`src/psmc_pkg.sv`:
```
package psmc_pkg;
   localparam int unsigned CLK_HZ = 200_000_000;
   localparam int unsigned LAMP_TEST_MS = 1000;
   localparam int unsigned MENU_HOLD_MS = 5000;
   localparam int unsigned EDIT_TIMEOUT_MS = 60000;
   localparam int unsigned DEBOUNCE_US = 10000;
   localparam longint unsigned LAMP_TEST_CYC = longint'(CLK_HZ) / 1000 * LAMP_TEST_MS;
   localparam longint unsigned MENU_HOLD_CYC = longint'(CLK_HZ) / 1000 * MENU_HOLD_MS;
   localparam longint unsigned EDIT_TIMEOUT_CYC = longint'(CLK_HZ) / 1000 * EDIT_TIMEOUT_MS;
   localparam longint unsigned DEBOUNCE_CYC = longint'(CLK_HZ) / 1000000 * DEBOUNCE_US;
   localparam int unsigned CODE_W = 16;
   localparam logic [15:0] CODE_NONE = 16'h0000;
   localparam int unsigned OFFSET_LIMIT_PCT = 3;
   localparam logic ZERO_ADJ_RESET = 1'b0;
   typedef enum logic [2:0] {
      PSMC_LAMP = 3'b000,
      PSMC_DISP = 3'b001,
      PSMC_HOLD = 3'b011,
      PSMC_CODE = 3'b010,
      PSMC_PROG = 3'b110,
      PSMC_EDIT = 3'b111
   } psmc_state_t;
endpackage

```
`src/psmc_top.sv`:
```
`timescale 1ns/10ps
// Function
// - All segments lit one second after power-up
// - Switch output inactive for one cycle at start inside hysteresis band
// - Five second menu hold heads for programming
// - Nonzero access code forces a code prompt
// - Sixty idle seconds abandon edit, keep value
// - Button_a plus menu chord returns to display
// - Zero offset adjust cancels displayed offset
// - Offset limited to three percent, default no
module psmc_top #(
   parameter longint unsigned LAMP_CYC = psmc_pkg::LAMP_TEST_CYC,
   parameter longint unsigned HOLD_CYC = psmc_pkg::MENU_HOLD_CYC,
   parameter longint unsigned IDLE_CYC = psmc_pkg::EDIT_TIMEOUT_CYC,
   parameter logic [20:0] DEB_CYC = 21'(psmc_pkg::DEBOUNCE_CYC),
   parameter int unsigned RANGE_W = 16
) (
   input wire logic sys_clk,
   input wire logic reset_n,
   input wire logic btn_menu,
   input wire logic button_a,
   input wire logic btn_confirm,
   input wire logic [psmc_pkg::CODE_W-1:0] access_code,
   input wire logic code_entry_done,
   input wire logic [psmc_pkg::CODE_W-1:0] code_entered,
   input wire logic edit_select,
   input wire logic zero_select,
   input wire logic in_hyst_band,
   input wire logic sw_request,
   input wire logic [RANGE_W-1:0] offset_raw,
   input wire logic [RANGE_W-1:0] range_span,
   output logic lamp_test,
   output logic outputs_enable,
   output logic switch_out,
   output logic prog_mode,
   output logic code_prompt,
   output logic edit_active,
   output logic edit_commit,
   output logic edit_abandon,
   output logic zero_offset_adjust,
   output logic offset_valid,
   output logic [RANGE_W-1:0] zero_offset
);
   import psmc_pkg::*;
   psmc_state_t state_r, state_nxt;
   logic [37:0] tmr_r, tmr_nxt;
   logic menu_c, a_c, conf_c;
   logic outen_r, outen_nxt, sw_r, sw_nxt, zadj_r, zadj_nxt, commit_r, commit_nxt, aban_r, aban_nxt;
   logic chord, any_btn;
   logic [RANGE_W-1:0] ofs_r, ofs_nxt;
   logic [RANGE_W+6:0] limit;
   initial begin
      if (RANGE_W < 4 || RANGE_W > 32) $error("RANGE_W out of range");
      if (LAMP_CYC == 0 || HOLD_CYC == 0 || IDLE_CYC == 0) $error("Counts must be nonzero");
      if (DEB_CYC == 21'h0) $error("DEB_CYC must be nonzero");
   end
   // Debounced buttons
   psmc_debounce #(.CNT_W(21), .STABLE_CYC(DEB_CYC)) u_deb_menu (
      .sys_clk(sys_clk), .reset_n(reset_n), .raw_in(btn_menu), .clean_out(menu_c));
   psmc_debounce #(.CNT_W(21), .STABLE_CYC(DEB_CYC)) u_deb_a (
      .sys_clk(sys_clk), .reset_n(reset_n), .raw_in(button_a), .clean_out(a_c));
   psmc_debounce #(.CNT_W(21), .STABLE_CYC(DEB_CYC)) u_deb_conf (
      .sys_clk(sys_clk), .reset_n(reset_n), .raw_in(btn_confirm), .clean_out(conf_c));
   assign chord = menu_c && a_c;
   assign any_btn = menu_c || a_c || conf_c;
   assign limit = (RANGE_W+7)'(range_span) * (RANGE_W+7)'(OFFSET_LIMIT_PCT);
   always_comb begin
      state_nxt = state_r;
      tmr_nxt = tmr_r + 38'h1;
      outen_nxt = outen_r;
      sw_nxt = sw_r;
      zadj_nxt = ZERO_ADJ_RESET;
      ofs_nxt = ofs_r;
      commit_nxt = 1'b0;
      aban_nxt = 1'b0;
      if (outen_r) begin
         sw_nxt = sw_request;
      end
      case (state_r)
         PSMC_LAMP: begin
            if (tmr_r >= 38'(LAMP_CYC - 1)) begin
               state_nxt = PSMC_DISP;
               tmr_nxt = '0;
               outen_nxt = 1'b1;
               sw_nxt = in_hyst_band ? 1'b0 : sw_request;
            end
         end
         PSMC_DISP: begin
            tmr_nxt = '0;
            if (menu_c && !a_c) begin
               state_nxt = PSMC_HOLD;
            end
         end
         PSMC_HOLD: begin
            if (!menu_c || a_c) begin
               state_nxt = PSMC_DISP;
               tmr_nxt = '0;
            end else if (tmr_r >= 38'(HOLD_CYC - 1)) begin
               tmr_nxt = '0;
               state_nxt = (access_code != CODE_NONE) ? PSMC_CODE : PSMC_PROG;
            end
         end
         PSMC_CODE: begin
            tmr_nxt = '0;
            if (code_entry_done) begin
               state_nxt = (code_entered == access_code) ? PSMC_PROG : PSMC_DISP;
            end
         end
         PSMC_PROG: begin
            tmr_nxt = '0;
            if (chord) begin
               state_nxt = PSMC_DISP;
            end else if (zero_select) begin
               zadj_nxt = 1'b1;
               if ({7'h0, offset_raw} * 7'd100 <= limit) begin
                  ofs_nxt = offset_raw;
               end
            end else if (edit_select) begin
               state_nxt = PSMC_EDIT;
            end
         end
         PSMC_EDIT: begin
            if (chord) begin
               state_nxt = PSMC_DISP;
               aban_nxt = 1'b1;
            end else if (any_btn) begin
               tmr_nxt = '0;
               if (conf_c) begin
                  state_nxt = PSMC_PROG;
                  commit_nxt = 1'b1;
               end
            end else if (tmr_r >= 38'(IDLE_CYC - 1)) begin
               state_nxt = PSMC_DISP;
               aban_nxt = 1'b1;
               tmr_nxt = '0;
            end
         end
         default: begin
            state_nxt = PSMC_LAMP;
            tmr_nxt = '0;
         end
      endcase
      if (state_r != PSMC_PROG) begin
         zadj_nxt = ZERO_ADJ_RESET;
      end
   end
   always_ff @(posedge sys_clk or negedge reset_n) begin
      if (!reset_n) begin
         state_r <= PSMC_LAMP;
         tmr_r <= '0;
         outen_r <= 1'b0;
         sw_r <= 1'b0;
         zadj_r <= ZERO_ADJ_RESET;
         ofs_r <= '0;
         commit_r <= 1'b0;
         aban_r <= 1'b0;
      end else begin
         state_r <= state_nxt;
         tmr_r <= tmr_nxt;
         outen_r <= outen_nxt;
         sw_r <= sw_nxt;
         zadj_r <= zadj_nxt;
         ofs_r <= ofs_nxt;
         commit_r <= commit_nxt;
         aban_r <= aban_nxt;
      end
   end
   assign lamp_test = (state_r == PSMC_LAMP);
   assign outputs_enable = outen_r;
   assign switch_out = sw_r;
   assign prog_mode = (state_r == PSMC_PROG) || (state_r == PSMC_EDIT);
   assign code_prompt = (state_r == PSMC_CODE);
   assign edit_active = (state_r == PSMC_EDIT);
   assign edit_commit = commit_r;
   assign edit_abandon = aban_r;
   assign zero_offset_adjust = zadj_r;
   assign offset_valid = zadj_r;
   assign zero_offset = ofs_r;
   a_lamp_done: assert property (@(posedge sys_clk) disable iff (!reset_n)
      $fell(lamp_test) |-> outputs_enable) else $error("Lamp test end without outputs");
   a_start_inactive: assert property (@(posedge sys_clk) disable iff (!reset_n)
      (lamp_test && in_hyst_band && state_nxt == PSMC_DISP) |=> !switch_out)
      else $error("Switch active at start in band");
   a_lamp_outputs_off: assert property (@(posedge sys_clk) disable iff (!reset_n)
      lamp_test |-> !outputs_enable && !switch_out) else $error("Outputs on during lamp test");
   a_code_prompt: assert property (@(posedge sys_clk) disable iff (!reset_n)
      (state_r == PSMC_HOLD && state_nxt == PSMC_PROG) |-> access_code == CODE_NONE)
      else $error("Prompt skipped with code set");
   a_code_fail: assert property (@(posedge sys_clk) disable iff (!reset_n)
      (code_prompt && code_entry_done && code_entered != access_code) |=> state_r == PSMC_DISP)
      else $error("Wrong code not rejected");
   a_chord_exit: assert property (@(posedge sys_clk) disable iff (!reset_n)
      (prog_mode && chord) |=> state_r == PSMC_DISP) else $error("Chord did not exit");
   a_idle_abandon: assert property (@(posedge sys_clk) disable iff (!reset_n)
      $rose(edit_abandon) |-> !edit_commit && state_r == PSMC_DISP) else $error("Bad abandon");
   a_offset_limit: assert property (@(posedge sys_clk) disable iff (!reset_n)
      $changed(zero_offset) |-> ({7'h0, zero_offset} * 7'd100 <= $past(limit)))
      else $error("Offset over limit");
   a_zero_prog_only: assert property (@(posedge sys_clk) disable iff (!reset_n)
      zero_offset_adjust |-> $past(state_r) == PSMC_PROG) else $error("Zero adjust outside prog");
   a_hold_entry: assert property (@(posedge sys_clk) disable iff (!reset_n)
      (state_r == PSMC_HOLD && state_nxt != PSMC_HOLD && state_nxt != PSMC_DISP) |-> tmr_r >= 38'(HOLD_CYC - 1))
      else $error("Hold too short");
   a_hold_abort: assert property (@(posedge sys_clk) disable iff (!reset_n)
      (state_r == PSMC_HOLD && !menu_c) |=> state_r == PSMC_DISP) else $error("Hold not aborted");
endmodule // psmc_top

```
`src/psmc_debounce.sv`:
```
`timescale 1ns/10ps
module psmc_debounce #(
   parameter int unsigned CNT_W = 21,
   parameter logic [20:0] STABLE_CYC = 21'h1e8480
) (
   input wire logic sys_clk,
   input wire logic reset_n,
   input wire logic raw_in,
   output logic clean_out
);
   logic sync1_r, sync2_r, clean_r, clean_nxt;
   logic [CNT_W-1:0] cnt_r, cnt_nxt;
   initial begin
      if (CNT_W != 21) $error("CNT_W must be 21");
   end
   always_comb begin
      clean_nxt = clean_r;
      cnt_nxt = '0;
      if (sync2_r != clean_r) begin
         cnt_nxt = cnt_r + 1'b1;
         if (cnt_r >= STABLE_CYC - 21'h1) begin
            clean_nxt = sync2_r;
            cnt_nxt = '0;
         end
      end
   end
   always_ff @(posedge sys_clk or negedge reset_n) begin
      if (!reset_n) begin
         sync1_r <= 1'b0;
         sync2_r <= 1'b0;
         clean_r <= 1'b0;
         cnt_r <= '0;
      end else begin
         sync1_r <= raw_in;
         sync2_r <= sync1_r;
         clean_r <= clean_nxt;
         cnt_r <= cnt_nxt;
      end
   end
   assign clean_out = clean_r;
endmodule // psmc_debounce

```
`config.mk`:
```
export PLATFORM = sky130hd
export DESIGN_NAME = psmc_top
export DESIGN_NICKNAME = d
export VERILOG_FILES = /design/src/psmc_pkg.sv /design/src/psmc_top.sv /design/src/psmc_debounce.sv
export SDC_FILE = /design/constraint.sdc
export NUM_CORES = 1
export LEC_CHECK = 0
export ABC_AREA = 1
export BUFFER_PORTS_ARGS = -buffer_cell sky130_fd_sc_hd__buf_2
export CAP_MARGIN = 15
export CORE_ASPECT_RATIO = 1.25
export CORE_MARGIN = 2
export CORE_UTILIZATION = 40
export CTS_CLUSTER_SIZE = 28
export DETAILED_ROUTE_END_ITERATION = 16
export GPL_ROUTABILITY_DRIVEN = 0
export PLACE_DENSITY = 0.65
export REMOVE_ABC_BUFFERS = 1
export SLEW_MARGIN = 20
export SYNTH_ARGS = -nofsm -noshare
export SYNTH_HDL_FRONTEND = slang
export SYNTH_SLANG_ARGS = --single-unit
```
`constraint.sdc`:
```
create_clock -name sys_clk -period 2.85 [get_ports sys_clk]
set_clock_uncertainty 0.2 [all_clocks]
set_input_delay 0.57 -clock sys_clk [delete_from_list [all_inputs] [get_ports sys_clk]]
set_output_delay 0.57 -clock sys_clk [all_outputs]
set_load 0.01 [all_outputs]
```
=== Word-level counts from Yosys, hierarchy flattened ===
Index checks and enable logic that the tools add are counted.

* $add $sub $neg: 4
* $mul: 2
* Divide/modulo/power cells: 0
* Magnitude comparators: 7
* Equal/unequal tests: 18
* Shift-type cells: 0
* Muxes and demuxes: 44
* Bitwise logic cells: 1
* Reductions and logical operators: 16

{| class="wikitable"
|+ Operators by type and width
! operator !! count
|-
| 2-to-1 mux 38 bit || 6
|-
| 2-to-1 mux 21 bit || 6
|-
| one-hot mux 38 bit (3 select lines) || 1
|-
| adder 21 x 1 -> 21 bit, second input constant || 3
|-
| >= comparator 21 bit, second input constant || 3
|-
| 2-to-1 mux 3 bit || 14
|-
| adder 38 x 1 -> 38 bit, second input constant || 1
|-
| >= comparator 38 x 28 -> 1 bit, second input constant || 1
|-
| >= comparator 38 x 30 -> 1 bit, second input constant || 1
|-
| >= comparator 38 x 34 -> 1 bit, second input constant || 1
|-
| less-or-equal comparator 23 x 18 -> 1 bit || 1
|-
| multiplier 16 x 5 -> 21 bit, second input constant || 1
|-
| multiplier 16 x 2 -> 18 bit, second input constant || 1
|-
| one-hot mux 3 bit (6 select lines) || 1
|-
| == test 16 bit || 1
|-
| 2-to-1 mux 1 bit || 16
|-
| nonzero test 16 bit || 1
|-
| != test 3 bit, second input constant || 4
|-
| AND reduction 2 bit || 4
|-
| AND reduction 8 bit || 1
|-
| == test 3 x 2 -> 1 bit, second input constant || 2
|-
| == test 3 bit, second input constant || 2
|-
| logical OR 1 bit || 4
|-
| != test 2 bit, second input constant || 2
|-
| 10 further kinds || 14
|}

* Flip-flop bits (word level): 134
* Latch bits: 0
* Bits in writable memories: 0
* Memory bits (read-only): 0
* Bits of input ports: 74
* Output and inout bits: 26
* Logic and storage cells: 112
* Memories: 0

=== Depth between registers and ports, before layout ===
* Word-level depth: 5
* Depth in mapped cells: 27
* Depth with buffers taken out: 26

=== Modules after synthesis ===
From an unflattened synthesis, not the netlist that was laid out.

* Cells, all modules: 1655
* Area total of the unflattened synthesis: 11708.7 sq um

{| class="wikitable"
|+ Modules (own cells, without submodules)
! module !! instances !! cells an instance !! area an instance (sq um) !! sequential area each (sq um)
|-
| psmc_top || 1 || 1094 || 7380.8 || 1551.5
|-
| psmc_debounce || 3 || 187 || 1442.6 || 600.6
|}

=== Least setup slack after synthesis ===
OpenSTA, ideal clock, no wires.

* Kind: input port to flip-flop
* Start point: input offset_raw[7]
* End point: register ofs_r[10], in the netlist zero_offset[10]
* Library setup time: 117 ps
* Data arrival time: 3891 ps
* Data required time: 2533 ps
* Setup slack: -1358 ps
* Cell stages on the path: 24
* Buffers on the path: 1
* Path through: ha_1 ha_1 inv_1 fa_1 inv_1 ha_1 nand2_1 inv_1 nand2_1 nand2_1 inv_1 nand2_1 xor2_1 ha_1 nand2_1 nor2_1 inv_1 nor2_1 nand3_1 a21oi_4 nand3_4 buf_6 nand2_1 nand2_1

* Longest elaborated chain between the ends: 3

{| class="wikitable"
|+ Ends and longest elaborated chain
! element !! RTL line !! source
|-
| start: declaration || psmc_top.sv:30 || <nowiki>input wire logic [RANGE_W-1:0] offset_raw,</nowiki>
|-
| multiplier 16 x 5 -> 21 bit || psmc_top.sv:115 || <nowiki>if ({7'h0, offset_raw} * 7'd100 <= limit) begin</nowiki>
|-
| less-or-equal comparator 23 x 18 -> 1 bit || psmc_top.sv:115 ||
|-
| AND reduction 4 bit (no line) || n/a ||
|-
| end signal: assignment || psmc_top.sv:163 || <nowiki>ofs_r <= ofs_nxt;</nowiki>
|-
| end: declaration || psmc_top.sv:50 || <nowiki>logic [RANGE_W-1:0] ofs_r, ofs_nxt;</nowiki>
|}

Every way passes these cells.
A chain may end at the register's enable or synchronous reset.

=== Final worst setup path ===
* Start point: input offset_raw[2]
* End point: register ofs_r[1], in the netlist zero_offset[1]

Same word-level chain as after synthesis.

==> impl_metrics.env <==
export IMPL_core_rowCount=66
export IMPL_crit_end="zero_offset[1]"
export IMPL_combPwrFrac=0.361
export IMPL_coreArea_um2=26100
export IMPL_synth_area_um2=10600
export IMPL_reg2reg_depth=13
export IMPL_grt_max_degree=78
export IMPL_dpl_worst_slack_ns=-1.67
export IMPL_leakagePower_nw=6.60
export IMPL_grt_pass1_vias=10145
export IMPL_p_clk_frac=0.342
export IMPL_grt_antenna_before_repair=4
export IMPL_report_power_total_mw=6.57
export IMPL_holdWs_ns=0.0514
export IMPL_critPathArrivalTime_ns=4.00
export IMPL_place_hpwl_um=22100
export IMPL_synthToLayoutAreaGrowth_pct=28.8
export IMPL_tns_ns=-16.30
export IMPL_synthArstFlopShare=1.00
export IMPL_drc=0
export IMPL_finalSetupViolCount=16
export IMPL_rr_endpoint="tmr_r[7]"
export IMPL_cts_tree="built"
export IMPL_critPathRequiredTime_ns=2.96
export IMPL_final_layout_size_suffix_gt1_frac=0.222
export IMPL_relSlewSlack=0.510
export IMPL_nNetsFinal=1894
export IMPL_synth_edf_count=0
export IMPL_port_buffers=99
export IMPL_cp_startpoint="offset_raw[2]"
export IMPL_start_util=0.407
export IMPL_maxCapViolCount=0
export IMPL_synthCells=1474
export IMPL_tightest_slew_ns=0.729
export IMPL_drv_slew=0
export IMPL_insertion_delay_ns=0.42
export IMPL_grt_pass1_wl_um=46300
export IMPL_yosys_warnings=0
export IMPL_fmax_ghz=0.257
export IMPL_synth_main_ff_cell="dfrtp_1"
export IMPL_cts_sinks=134
export IMPL_die_w_um=150
export IMPL_gr_total_overflow=0
export IMPL_ir_drop_uv=406
export IMPL_gr_usage_all_layers=0.207
export IMPL_p_int_mw=4.44
export IMPL_post_drt_wl_per_cell_um=13.6
export IMPL_fin_ws_ns=-1.04
export IMPL_routed_via_density=4.95
export IMPL_syn_mean_instance_area_um2=7.20
export IMPL_hold_viol_final=0
export IMPL_hp_class="primary input to register"
export IMPL_cp_start_kind="primary input"
export IMPL_die_area_um2=27900
export IMPL_p_sw_frac=0.324
export IMPL_yosys_cell_types_count=48
export IMPL_rrSetupSlack_ns=0.31
export IMPL_end_kind="register"
export IMPL_cts_buffers=17
export IMPL_drt_iter0_markers=506
export IMPL_critPathMaxFanout=8
export IMPL_seqPwrFrac=0.297
export IMPL_die_h_um=186
export IMPL_worstReg2RegStart="tmr_r[0]"
export IMPL_final_antenna_net_count=0
export IMPL_cts_clk_slew_worst_paths_ns=0.06
export IMPL_synth_seq_cells=134
export IMPL_power_density_nw_per_um2=481
export IMPL_htreeDepth=4
export IMPL_period_minus_slack_ns=3.89
export IMPL_clock_tree_buffer_depth=2
export IMPL_dr_pass1_iters=5
export IMPL_cts_root_buffer="clkbuf_16"
export IMPL_rsz0062_at_grt="yes"
export IMPL_vias=10253
export IMPL_drt_wl_total_um=28200
export IMPL_post_route_util=0.524
export IMPL_violations="negative setup slack"
export IMPL_ys_seq_area_frac=0.316
export IMPL_p_switching_mw=2.13
export IMPL_fin_crit_sh=1.36
export IMPL_crit_type="primary input to register"
export IMPL_io_pins=100
export IMPL_status="finished, violations left"
layer usage:
layer  share of wire  GRT usage  up-vias  wire length (um)
met5         0.00046          0        -                13
met4           0.031     0.0872        2               865
met3           0.050     0.0441       57              1420
met2            0.52      0.386      232             14700
met1            0.40      0.225     4699             11100
li1                -          -     5263                 -
worst max-delay path, cell delays in order:
cell and delay, ns:
buf_4 0.14, ha_4 0.28, ha_4 0.20, fa_1 0.58, ha_4 0.17, nor2_1 0.05
nand2_1 0.13, nand2_4 0.09, buf_4 0.14, xnor2_1 0.20, ha_1 0.27, nand2_1 0.07
inv_1 0.05, nand2_1 0.06, nand2_1 0.07, a21oi_1 0.14, nand2_1 0.08, nand2_2 0.06
nand2_2 0.06, a21oi_4 0.22, nand3_4 0.20, nand2_1 0.12, nand2_1 0.05
stage by stage:
| step | std cells | cell area (um^2) |
|---|---|---|
| 2_1_floorplan | 1461 | 10500 |
| 3_3_place_gp | 2024 | 12400 |
| 3_5_place_dp | 2024 | 12400 |
| 4_1_cts | 2067 | 13500 |
| 5_1_grt | 2071 | 13700 |
| 6_report | 2073 | 13700 |
logic make-up after synthesis:
logic type,synth area share
fa+ha+maj,0.130
mux,0.000943
buf+inv,0.0803
xor+xnor,0.0726
simple gates,0.346
flops,0.316
compound gates,0.0541
worst min-delay path by stage:
stage	startpoint	end	slack [ns]	depth (start not counted)
floorplan	reset_n	edit_abandon	0.07	0
global route	btn_confirm	u_deb_conf.sync1_r	0.04	1
detailed placement	u_deb_menu.sync1_r	u_deb_menu.sync2_r	0.14	0
global placement	u_deb_a.sync1_r	u_deb_a.sync2_r	0.13	0
finish	btn_menu	u_deb_menu.sync1_r	0.05	1
CTS	btn_menu	u_deb_menu.sync1_r	0.04	1
layout by cell type (no fill, tap or decap), types with 7 or more instances in the layout:
master,count
nand2_2,27
clkbuf_16,17
xnor2_1,38
or2_2,7
nor4_1,23
inv_2,11
nor2_2,12
nand3b_1,9
o21ai_0,26
inv_1,194
ha_1,67
nand3_2,7
buf_2,92
ha_4,23
buf_4,136
nand3_1,81
a21oi_1,41
nor2_1,216
nand2_1,329
fa_1,11
nand4_1,47
nor3_1,48
dfrtp_1,134
xor2_1,48
cell usage after synthesis, types with 5 or more instances:
library cell / n / area share
a21oi_1: 46 / 0.022
a31oi_1: 8 / 0.0047
and3_1: 5 / 0.0029
buf_2: 6 / 0.0028
buf_4: 5 / 0.0035
dfrtp_1: 134 / 0.32
fa_1: 12 / 0.023
ha_1: 91 / 0.11
inv_1: 202 / 0.071
nand2_1: 358 / 0.13
nand3_1: 84 / 0.040
nand3_2: 5 / 0.0047
nand3b_1: 9 / 0.0064
nand4_1: 47 / 0.028
nor2_1: 219 / 0.077
nor2_2: 10 / 0.0059
nor3_1: 48 / 0.023
nor4_1: 23 / 0.014
o21ai_0: 26 / 0.012
or2_2: 7 / 0.0041
xnor2_1: 39 / 0.032
xor2_1: 49 / 0.040
cell type report:
class                           instances  area [um^2]
Fill cell                            2508        12400
Multi-Input combinational cell       1123         6920
Sequential cell                       134         3350
Timing Repair Buffer                  236         1590
Inverter                              205          769
Clock buffer                           18          429
Tap cell                              340          425
Clock inverter                         14          174
Antenna cell                            3         7.51
what timing repair did:
item / 4_1_cts / 5_1_grt
hold buffers: 1 / 0
cloned: 1 / 0
endpoints found under the setup margin: 16 / 16
buffers inserted: 9 / 3
hold endpoints to repair: 33 / 0
gates resized for setup: 65 / 38
pin swaps: 62 / 39
power by group through the flow:
stage	Combinational [mW]	Sequential, mW	Clock [mW]
after CTS	2.21	1.95	2.29
after global placement	1.88	1.98	0
after detailed placement	1.92	1.98	0
final	2.37	1.95	2.25
after global routing	2.62	1.95	2.38
after floorplan	1.09	1.98	0
sequential cells by signal (all words and copies together) (netlist names), 3 cells and up:
name and flops:
tmr_r 38, u_deb_a.cnt_r 21, u_deb_conf.cnt_r 21, u_deb_menu.cnt_r 21, zero_offset 16, state_r 3
Power figures use the tool's default switching activity.
